`src/core/slave_protect_regs.svh`:
```
// register fields and timing counts for the serial slave, protect and reset block
`ifndef SLAVE_PROTECT_REGS_SVH
`define SLAVE_PROTECT_REGS_SVH

// reset delay selection field of the control and status register
`define RESET_DELAY_SEL_HI_POS 1
`define RESET_DELAY_SEL_LO_POS 0
`define RESET_DELAY_SEL_RESET 2'h0

// wiper write lock bit reset value
`define WIPER_WRITE_LOCK_RESET 1'h0

// reset hold durations in internal clock cycles, one per selection code
`define RESET_HOLD_CYCLES_0 32'd5000
`define RESET_HOLD_CYCLES_1 32'd10000
`define RESET_HOLD_CYCLES_2 32'd20000
`define RESET_HOLD_CYCLES_3 32'd40000

`endif

```
`src/core/slave_protect_pkg.sv`:
```
// types shared by the serial slave, protect and reset block
package slave_protect_pkg;

    typedef enum logic [2:0]
    {
        BUS_IDLE = 3'h1,
        BUS_ACTIVE = 3'h2,
        BUS_STOPPED = 3'h4
    } bus_state_t;

endpackage

```
`src/core/serial_slave_protect_reset.sv`:
```
// two-wire slave front end, write protect gating and supply reset generator
`include "slave_protect_regs.svh"

module serial_slave_protect_reset
#(
    parameter logic [31:0] HOLD_CYCLES_0 = `RESET_HOLD_CYCLES_0,
    parameter logic [31:0] HOLD_CYCLES_1 = `RESET_HOLD_CYCLES_1,
    parameter logic [31:0] HOLD_CYCLES_2 = `RESET_HOLD_CYCLES_2,
    parameter logic [31:0] HOLD_CYCLES_3 = `RESET_HOLD_CYCLES_3
)
(
    // clock and reset
    input wire logic clock_i,
    input wire logic reset_i,
    // two-wire bus pins
    input wire logic scl_i,
    input wire logic sda_i,
    output logic sda_o,
    output logic sda_oe_n_o,
    // reset and monitor pins
    input wire logic manual_reset_in_i,
    input wire logic supply_low_i,
    input wire logic monitor2_above_i,
    output logic supply_reset_out_o,
    output logic monitor2_out_o,
    // write protect pin and control bits
    input wire logic write_protect_i,
    input wire logic wiper_write_lock_i,
    input wire logic [1:0] reset_delay_sel_i,
    // write requests from the protocol layer
    input wire logic wiper_vol_wr_req_i,
    input wire logic wiper_nv_wr_req_i,
    input wire logic reg_nv_wr_req_i,
    output logic wiper_vol_wr_ok_o,
    output logic wiper_nv_wr_ok_o,
    output logic reg_nv_wr_ok_o,
    output logic nv_wr_refused_o,
    // bus condition indicators
    output logic start_det_o,
    output logic stop_det_o,
    output logic bus_active_o,
    output logic scl_sync_o,
    output logic sda_sync_o
);

    //------------------------------------------------------------
    // hold time selection
    //------------------------------------------------------------
    function automatic logic [31:0] hold_for(input logic [1:0] sel);
        case (sel)
            2'h0: hold_for = HOLD_CYCLES_0;
            2'h1: hold_for = HOLD_CYCLES_1;
            2'h2: hold_for = HOLD_CYCLES_2;
            default: hold_for = HOLD_CYCLES_3;
        endcase
    endfunction

    //------------------------------------------------------------
    // bus state decoding
    //------------------------------------------------------------
    function automatic logic in_transfer(input slave_protect_pkg::bus_state_t st);
        in_transfer = (st == slave_protect_pkg::BUS_ACTIVE);
    endfunction

    //------------------------------------------------------------
    // input synchronisers
    //------------------------------------------------------------
    logic [1:0] scl_sync_ff;
    logic [1:0] sda_sync_ff;
    logic [1:0] mr_sync_ff;
    logic [1:0] wp_sync_ff;
    logic [1:0] low_sync_ff;
    logic [1:0] mon2_sync_ff;
    logic scl_prev_ff;
    logic sda_prev_ff;

    always_ff @(posedge clock_i)
    begin
        if (reset_i)
        begin
            scl_sync_ff <= 2'h3;
            sda_sync_ff <= 2'h3;
            mr_sync_ff <= 2'h0;
            wp_sync_ff <= 2'h0;
            low_sync_ff <= 2'h3;
            mon2_sync_ff <= 2'h0;
            scl_prev_ff <= 1'h1;
            sda_prev_ff <= 1'h1;
        end
        else
        begin
            scl_sync_ff <= {scl_sync_ff[0], scl_i};
            sda_sync_ff <= {sda_sync_ff[0], sda_i};
            mr_sync_ff <= {mr_sync_ff[0], manual_reset_in_i};
            wp_sync_ff <= {wp_sync_ff[0], write_protect_i};
            low_sync_ff <= {low_sync_ff[0], supply_low_i};
            mon2_sync_ff <= {mon2_sync_ff[0], monitor2_above_i};
            scl_prev_ff <= scl_sync_ff[1];
            sda_prev_ff <= sda_sync_ff[1];
        end
    end

    //------------------------------------------------------------
    // start and stop detection
    //------------------------------------------------------------
    logic scl_s;
    logic sda_s;
    logic start_now;
    logic stop_now;

    assign scl_s = scl_sync_ff[1];
    assign sda_s = sda_sync_ff[1];
    // data edges with the clock high are markers, never data
    assign start_now = scl_s && scl_prev_ff && sda_prev_ff && !sda_s;
    assign stop_now = scl_s && scl_prev_ff && !sda_prev_ff && sda_s;

    slave_protect_pkg::bus_state_t bus_state_ff;
    slave_protect_pkg::bus_state_t nxt_bus_state;

    always_comb
    begin
        nxt_bus_state = bus_state_ff;
        case (bus_state_ff)
            slave_protect_pkg::BUS_IDLE:
                if (start_now)
                    nxt_bus_state = slave_protect_pkg::BUS_ACTIVE;
            slave_protect_pkg::BUS_ACTIVE:
                if (stop_now)
                    nxt_bus_state = slave_protect_pkg::BUS_STOPPED;
            slave_protect_pkg::BUS_STOPPED:
                if (start_now)
                    nxt_bus_state = slave_protect_pkg::BUS_ACTIVE;
                else
                    nxt_bus_state = slave_protect_pkg::BUS_IDLE;
            default:
                nxt_bus_state = slave_protect_pkg::BUS_IDLE;
        endcase
    end

    always_ff @(posedge clock_i)
    begin
        if (reset_i)
        begin
            bus_state_ff <= slave_protect_pkg::BUS_IDLE;
        end
        else
        begin
            bus_state_ff <= nxt_bus_state;
        end
    end

    always_ff @(posedge clock_i)
    begin
        if (reset_i)
        begin
            start_det_o <= 1'h0;
            stop_det_o <= 1'h0;
            bus_active_o <= 1'h0;
        end
        else
        begin
            start_det_o <= start_now;
            // a stop outside a transfer is ignored
            stop_det_o <= stop_now && in_transfer(bus_state_ff);
            bus_active_o <= in_transfer(nxt_bus_state);
        end
    end

    // synchronised pin copies
    always_ff @(posedge clock_i)
    begin
        if (reset_i)
        begin
            scl_sync_o <= 1'h1;
            sda_sync_o <= 1'h1;
        end
        else
        begin
            scl_sync_o <= scl_s;
            sda_sync_o <= sda_s;
        end
    end

    //------------------------------------------------------------
    // data line driver, released from power-up
    //------------------------------------------------------------
    always_ff @(posedge clock_i)
    begin
        if (reset_i)
        begin
            sda_o <= 1'h1;
            sda_oe_n_o <= 1'h1;
        end
        else
        begin
            sda_o <= 1'h1;
            sda_oe_n_o <= 1'h1;
        end
    end

    //------------------------------------------------------------
    // write protect gating
    //------------------------------------------------------------
    logic protect_on;
    logic wiper_locked;

    // pin reads low when floating, so protection defaults off
    assign protect_on = wp_sync_ff[1];
    assign wiper_locked = protect_on && wiper_write_lock_i;

    always_ff @(posedge clock_i)
    begin
        if (reset_i)
        begin
            wiper_vol_wr_ok_o <= 1'h0;
            wiper_nv_wr_ok_o <= 1'h0;
        end
        else
        begin
            wiper_vol_wr_ok_o <= wiper_vol_wr_req_i && !wiper_locked;
            wiper_nv_wr_ok_o <= wiper_nv_wr_req_i && !protect_on;
        end
    end

    // register writes and the refusal flag
    always_ff @(posedge clock_i)
    begin
        if (reset_i)
        begin
            reg_nv_wr_ok_o <= 1'h0;
            nv_wr_refused_o <= 1'h0;
        end
        else
        begin
            reg_nv_wr_ok_o <= reg_nv_wr_req_i && !protect_on;
            nv_wr_refused_o <= protect_on && (wiper_nv_wr_req_i || reg_nv_wr_req_i);
        end
    end

    //------------------------------------------------------------
    // supply reset generator
    //------------------------------------------------------------
    logic [31:0] hold_cnt_ff;
    logic reset_cause;

    assign reset_cause = mr_sync_ff[1] || low_sync_ff[1];

    always_ff @(posedge clock_i)
    begin
        if (reset_i)
        begin
            // power-up loads HOLD_CYCLES_0, then low_sync_ff resetting high reloads the count that reset_delay_sel_i selects
            hold_cnt_ff <= HOLD_CYCLES_0;
        end
        else if (reset_cause)
        begin
            hold_cnt_ff <= hold_for(reset_delay_sel_i);
        end
        else if (hold_cnt_ff != 32'h0)
        begin
            hold_cnt_ff <= hold_cnt_ff - 32'h1;
        end
    end

    always_ff @(posedge clock_i)
    begin
        if (reset_i)
        begin
            supply_reset_out_o <= 1'h1;
        end
        else
        begin
            supply_reset_out_o <= reset_cause || (hold_cnt_ff > 32'h1);
        end
    end

    //------------------------------------------------------------
    // second monitor output
    //------------------------------------------------------------
    always_ff @(posedge clock_i)
    begin
        if (reset_i)
        begin
            monitor2_out_o <= 1'h0;
        end
        else
        begin
            monitor2_out_o <= mon2_sync_ff[1];
        end
    end

endmodule

```
`config.mk`:
```
export PLATFORM = sky130hd
export DESIGN_NAME = serial_slave_protect_reset
export DESIGN_NICKNAME = d
export VERILOG_FILES = /design/src/core/slave_protect_pkg.sv /design/src/core/serial_slave_protect_reset.sv
export VERILOG_INCLUDE_DIRS = /design/src /design/src/core
export SDC_FILE = /design/constraint.sdc
export NUM_CORES = 1
export LEC_CHECK = 0
export ABC_AREA = 1
export BUFFER_PORTS_ARGS = -buffer_cell sky130_fd_sc_hd__buf_4
export CAP_MARGIN = 25
export CORE_MARGIN = 2
export CORE_UTILIZATION = 54
export CTS_BUF_LIST = sky130_fd_sc_hd__clkbuf_16
export CTS_CLUSTER_SIZE = 12
export DETAILED_ROUTE_END_ITERATION = 8
export PLACE_DENSITY = 0.74
export SLEW_MARGIN = 20
export SYNTH_ARGS = -nofsm -noshare
export SYNTH_HDL_FRONTEND = slang
export SYNTH_SLANG_ARGS = --single-unit
```
`constraint.sdc`:
```
create_clock -name clock_i -period 2.65 [get_ports clock_i]
set_input_delay 0.3975 -clock clock_i [delete_from_list [all_inputs] [get_ports clock_i]]
set_output_delay 0.3975 -clock clock_i [all_outputs]
set_load 0.02 [all_outputs]
```
---- After elaboration in Yosys (flattened, before gate mapping) ----
Index checks and enable logic that the tools add are counted.
W data, S select, Z words.
word-level totals
  register bits ........................... 58
  bits in latches ......................... 0
  memory bits (writable) .................. 0
  memory bits (read-only) ................. 0
  input port bits ......................... 14
  output and inout port bits .............. 13
  word-level logic and storage cells ...... 55
  memories kept ........................... 0
cells by class
  add/subtract/negate cells ............... 1
  $mul .................................... 0
  div/mod/pow operators ................... 0
  order comparisons ....................... 1
  equal/unequal tests ..................... 6
  shift operators ......................... 0
  muxes and demuxes ....................... 7
  bitwise operators ....................... 0
  reductions and logical operators ........ 21
operator list
  kind                     count
  $mux W32                 2
  $pmux W16 S3             1
  $gt A32 B1 Y1 const B    1
  $reduce_bool A32 Y1      1
  $sub A32 B1 Y32 const B  1
  $logic_and A1 B1 Y1      11
  $pmux W3 S3              1
  $eq A3 B2 Y1 const B     2
  $mux W3                  2
  $logic_not A1 Y1         4
  $eq A3 B1 Y1 const B     1
  $eq A3 B3 Y1 const B     1
  $logic_or A1 B1 Y1       3
  $eq A2 B1 Y1 const B     1
  $eq A2 B2 Y1 const B     1
  $logic_not A2 Y1         1
  $mux W2                  1
  $reduce_bool A2 Y1       1

---- Logic depth before layout (Yosys ltp) ----
  depth after elaboration ................. 6
  gate-level depth with buffers ........... 11
  mapped depth without buffers ............ 11

---- Worst setup path before layout ----
No wires, ideal clock.
  path kind ............................... register -> register
  start ................................... reg hold_cnt_ff[0]
  end ..................................... reg hold_cnt_ff[27]
  setup time .............................. 0.115 ns
  data arrival time ....................... 1.447 ns
  required time ........................... 2.535 ns
  slack ................................... 1.088 ns
  stages on the path, launching flop included .. 11
  buffers on the path ..................... 1
  clock period less this slack ............ 1.562 ns
  cells stage by stage .................... dfxtp_1 -> inv_1 -> ha_1 -> nand2_4 -> nor2_8 -> nand2_4 -> nor2_8 -> nand2_4 -> buf_6 -> a21oi_1 -> nor2_1
on the way
  cells in the longest elaborated chain, start to end .. 3
  elaborated cells on any way between the ends .. 5
  those cells by class .................... add/sub: 1; mux: 2; reduce/logical: 2
ends and longest elaborated chain
  what                    line                               source
  start, declared         serial_slave_protect_reset.sv:243  logic [31:0] hold_cnt_ff;
  start signal, assigned  serial_slave_protect_reset.sv:257  hold_cnt_ff <= hold_for(reset_delay_sel_i);
  start signal, assigned  serial_slave_protect_reset.sv:261  hold_cnt_ff <= hold_cnt_ff - 32'h1;
  $sub A32 B1 Y32         serial_slave_protect_reset.sv:261
  $mux W32                serial_slave_protect_reset.sv:259  else if (hold_cnt_ff != 32'h0)
  $mux W32                serial_slave_protect_reset.sv:255  else if (reset_cause)
Several ways; a longest one is shown, not always the timed one. The select of a mux whose other input is x is not followed.
A chain may end at the register's enable or synchronous reset.

---- Worst setup path in the final report ----
  start ................................... reg hold_cnt_ff[0]
  end ..................................... reg hold_cnt_ff[5]
The elaborated chain is that of the path after synthesis.

==> results_dict.tcl <==
set metrics [dict create \
    outcome "completed" \
    critPathMaxFanout 12 \
    cp_common_cell "nand2_4" \
    period_share_pct 64.8 \
    clockBufferDepth 2 \
    gp_congestion 0.875 \
    ios 27 \
    grt_pass1_wl_um 10700 \
    start_kind "flip-flop" \
    cts.hold.buffers_added 0 \
    die_w_um 76.9 \
    fin_nets 459 \
    synth.distinct_cells 32 \
    cap_violations 0 \
    crit_path_end_kind "flip-flop" \
    cp_data_required_time_ns 2.85 \
    power_density_nw_per_um2 649 \
    syn2layout_area_growth_pct 17.5 \
    grt_antenna_before_repair 0 \
    layout-drive-gt1-share_pct 14.5 \
    worstSetupPathType "reg -> reg" \
    yosys_warnings 0 \
    vias 2602 \
    fin_skew_ns 0.00720 \
    mostFrequentLayoutCell "nor2_1" \
    clock-sinks 58 \
    fin_area_um2 3370 \
    tns_ns 0 \
    ctsRootBufferMaster "clkbuf_16" \
    syn_inst 410 \
    cts-buffers-inserted 9 \
    overflow 0 \
    routed_via_density 5.08 \
    fmax_mhz 583 \
    die_area_um2 5910 \
    antenna_cells 0 \
    slowest_stage "dfxtp_1" \
    chipHeight_um 76.9 \
    io_buffer_count 24 \
    setup_viol 0 \
    track_usage_pct 22.9 \
    clk_latency_ns 0.32 \
    seq_area_frac_synth_pct 40.5 \
    worstPathArrival_ns 1.92 \
    n_fill_cell 469 \
    rsz0062_at_grt "false" \
    clk_pin_slew_worst_paths_ns 0.05 \
    cts_resized 0 \
    first_iter_violations 124 \
    mostFrequentLayoutCells "nor2_1, nand2_1, dfxtp_1" \
    hold_violations 0 \
    drt-total-wl_um 6120 \
    ant_nets 0 \
    start_util_pct 56.1 \
    critPathMaxStageDelay_ns 0.33 \
    place_inst 496 \
    finalNonFillerCells 512 \
    wl_per_cell_um 12.0 \
    cts_setup_buffers 0 \
    period_minus_slack_ns 1.72 \
    static-leakage-power_nw 1.58 \
    first_pass_iters 4 \
    hold_slack_ns 0.252 \
    place_area_um2 3080 \
    coreArea_um2 5110 \
    drc 0 \
    htree_num_levels 3 \
    dp_hpwl_um 4570 \
    first_global_vias 2465 \
    synth_area_um2 2870 \
    rows 26 \
    hold_path.class "in -> reg" \
    synth-seq-cells 58 \
    cts_tree "yes" \
    ir_worst_vdd_uv 519 \
    drv_slew 0 \
    grt_start_max_net_pins 32 \
    cp_cell_sequence "inv_1 > ha_1 > nand2_4 > nor2_8 > nand2_4 > nor2_8 > nand2_4 > nand2_1 > a31oi_1" \
    syn_area_per_cell_um2 6.99 \
]
[final timing paths]
| path | startpoint | to | slack, ns | depth (start not counted) |
|---|---|---|---|---|
| max | hold_cnt_ff[0]$_SDFFE_PP0P_ | hold_cnt_ff[5]$_SDFFE_PP0P_ | 0.93 | 9 |
| min | wiper_write_lock_i | wiper_vol_wr_ok_o$_SDFF_PP0_ | 0.25 | 2 |
| max reg2reg | hold_cnt_ff[0]$_SDFFE_PP0P_ | hold_cnt_ff[5]$_SDFFE_PP0P_ | 0.93 | 9 |
| min reg2reg | mon2_sync_ff[1]$_SDFF_PP0_ | monitor2_out_o$_SDFF_PP0_ | 0.40 | 2 |
[cell type report]
cell class                      count  area [um^2]  share of cell area, %
Clock buffer                        9          225                   6.68
Clock inverter                      7         61.3                   1.82
Inverter                           42          158                   4.68
Multi-Input combinational cell    301         1490                   44.2
Sequential cell                    58         1160                   34.5
Tap cell                           70         87.6                   2.60
Timing Repair Buffer               25          188                   5.57
[cell usage after synthesis]
master | number | area, um^2
or2_2 | 8 | 50.1
nor2_8 | 2 | 40.0
nor4_1 | 1 | 6.26
clkbuf_1 | 4 | 15.0
nand3b_1 | 3 | 22.5
nor2_4 | 2 | 22.5
a21oi_1 | 13 | 65.1
nor2_1 | 90 | 338
and2_1 | 2 | 12.5
o21ai_0 | 21 | 105
nand2_2 | 3 | 18.8
buf_4 | 2 | 15.0
inv_2 | 2 | 7.51
o21bai_1 | 3 | 22.5
clkinv_1 | 1 | 3.75
nand2_4 | 3 | 33.8
nand3_1 | 26 | 130
nor3_1 | 5 | 25.0
dfxtp_1 | 58 | 1160
conb_1 | 1 | 3.75
buf_6 | 2 | 22.5
ha_1 | 8 | 100
nand2_1 | 83 | 312
nor2_2 | 4 | 25.0
nand4_1 | 13 | 81.3
inv_1 | 39 | 146
buf_2 | 2 | 10.0
xnor2_1 | 2 | 17.5
a31oi_1 | 3 | 18.8
xor2_1 | 2 | 17.5
nor3b_1 | 1 | 7.51
nand3_2 | 1 | 10.0
[kinds of logic after synthesis]
family / synth area share [%]
other cells: 0.131
flops: 40.5
fa+ha+maj: 3.49
compound gates: 7.38
buf+inv: 7.68
simple gates: 39.6
xor+xnor: 1.22
[per-stage QoR]
stage	power, mW	utilization [%]	setup slack (ns)
detailed placement	1.11	60.4	0.961
CTS	2.21	66.0	0.941
finish	2.19	66.0	0.934
global placement	1.11	60.4	1.01
global route	2.27	66.0	0.788
floorplan	1.06	-	1.09
[routing by layer]
| layer | part of all wire [%] | vias to the layer above | track usage (%) |
|---|---|---|---|
| li1 | - | 1357 | - |
| met1 | 45 | 1166 | 27.6 |
| met2 | 47 | 67 | 38.6 |
| met3 | 6.0 | 12 | 6.82 |
| met4 | 1.9 | 0 | 8.55 |
| met5 | 0 | - | 0 |
[flip-flops by register name, summed over array words and instances, names as in the netlist, 2 cells and up]
signal / flops
scl_sync_ff: 2
hold_cnt_ff: 32
mon2_sync_ff: 2
bus_state_ff: 3
mr_sync_ff: 2
wp_sync_ff: 2
sda_sync_ff: 2
low_sync_ff: 2
[critical path, delay by kind of cell (launching register included)]
kind	cells	cell delay, ns
AO/OA/AOI/OAI	1	0.07
flip-flops	1	0.33
adder cells (fa/ha/maj)	1	0.25
buffers and inverters	1	0.12
AND/OR/NAND/NOR	6	0.83
[power by group]
part | leakage [nW] | switching [mW] | internal [mW] | total (mW)
combinational | 0.958 | 0.107 | 0.0621 | 0.169
sequential | 0.475 | 0.0213 | 0.903 | 0.924
clock | 0.148 | 0.380 | 0.715 | 1.09
total | 1.58 | 0.508 | 1.68 | 2.19
No activity file was read; power rests on OpenSTA's default activity.
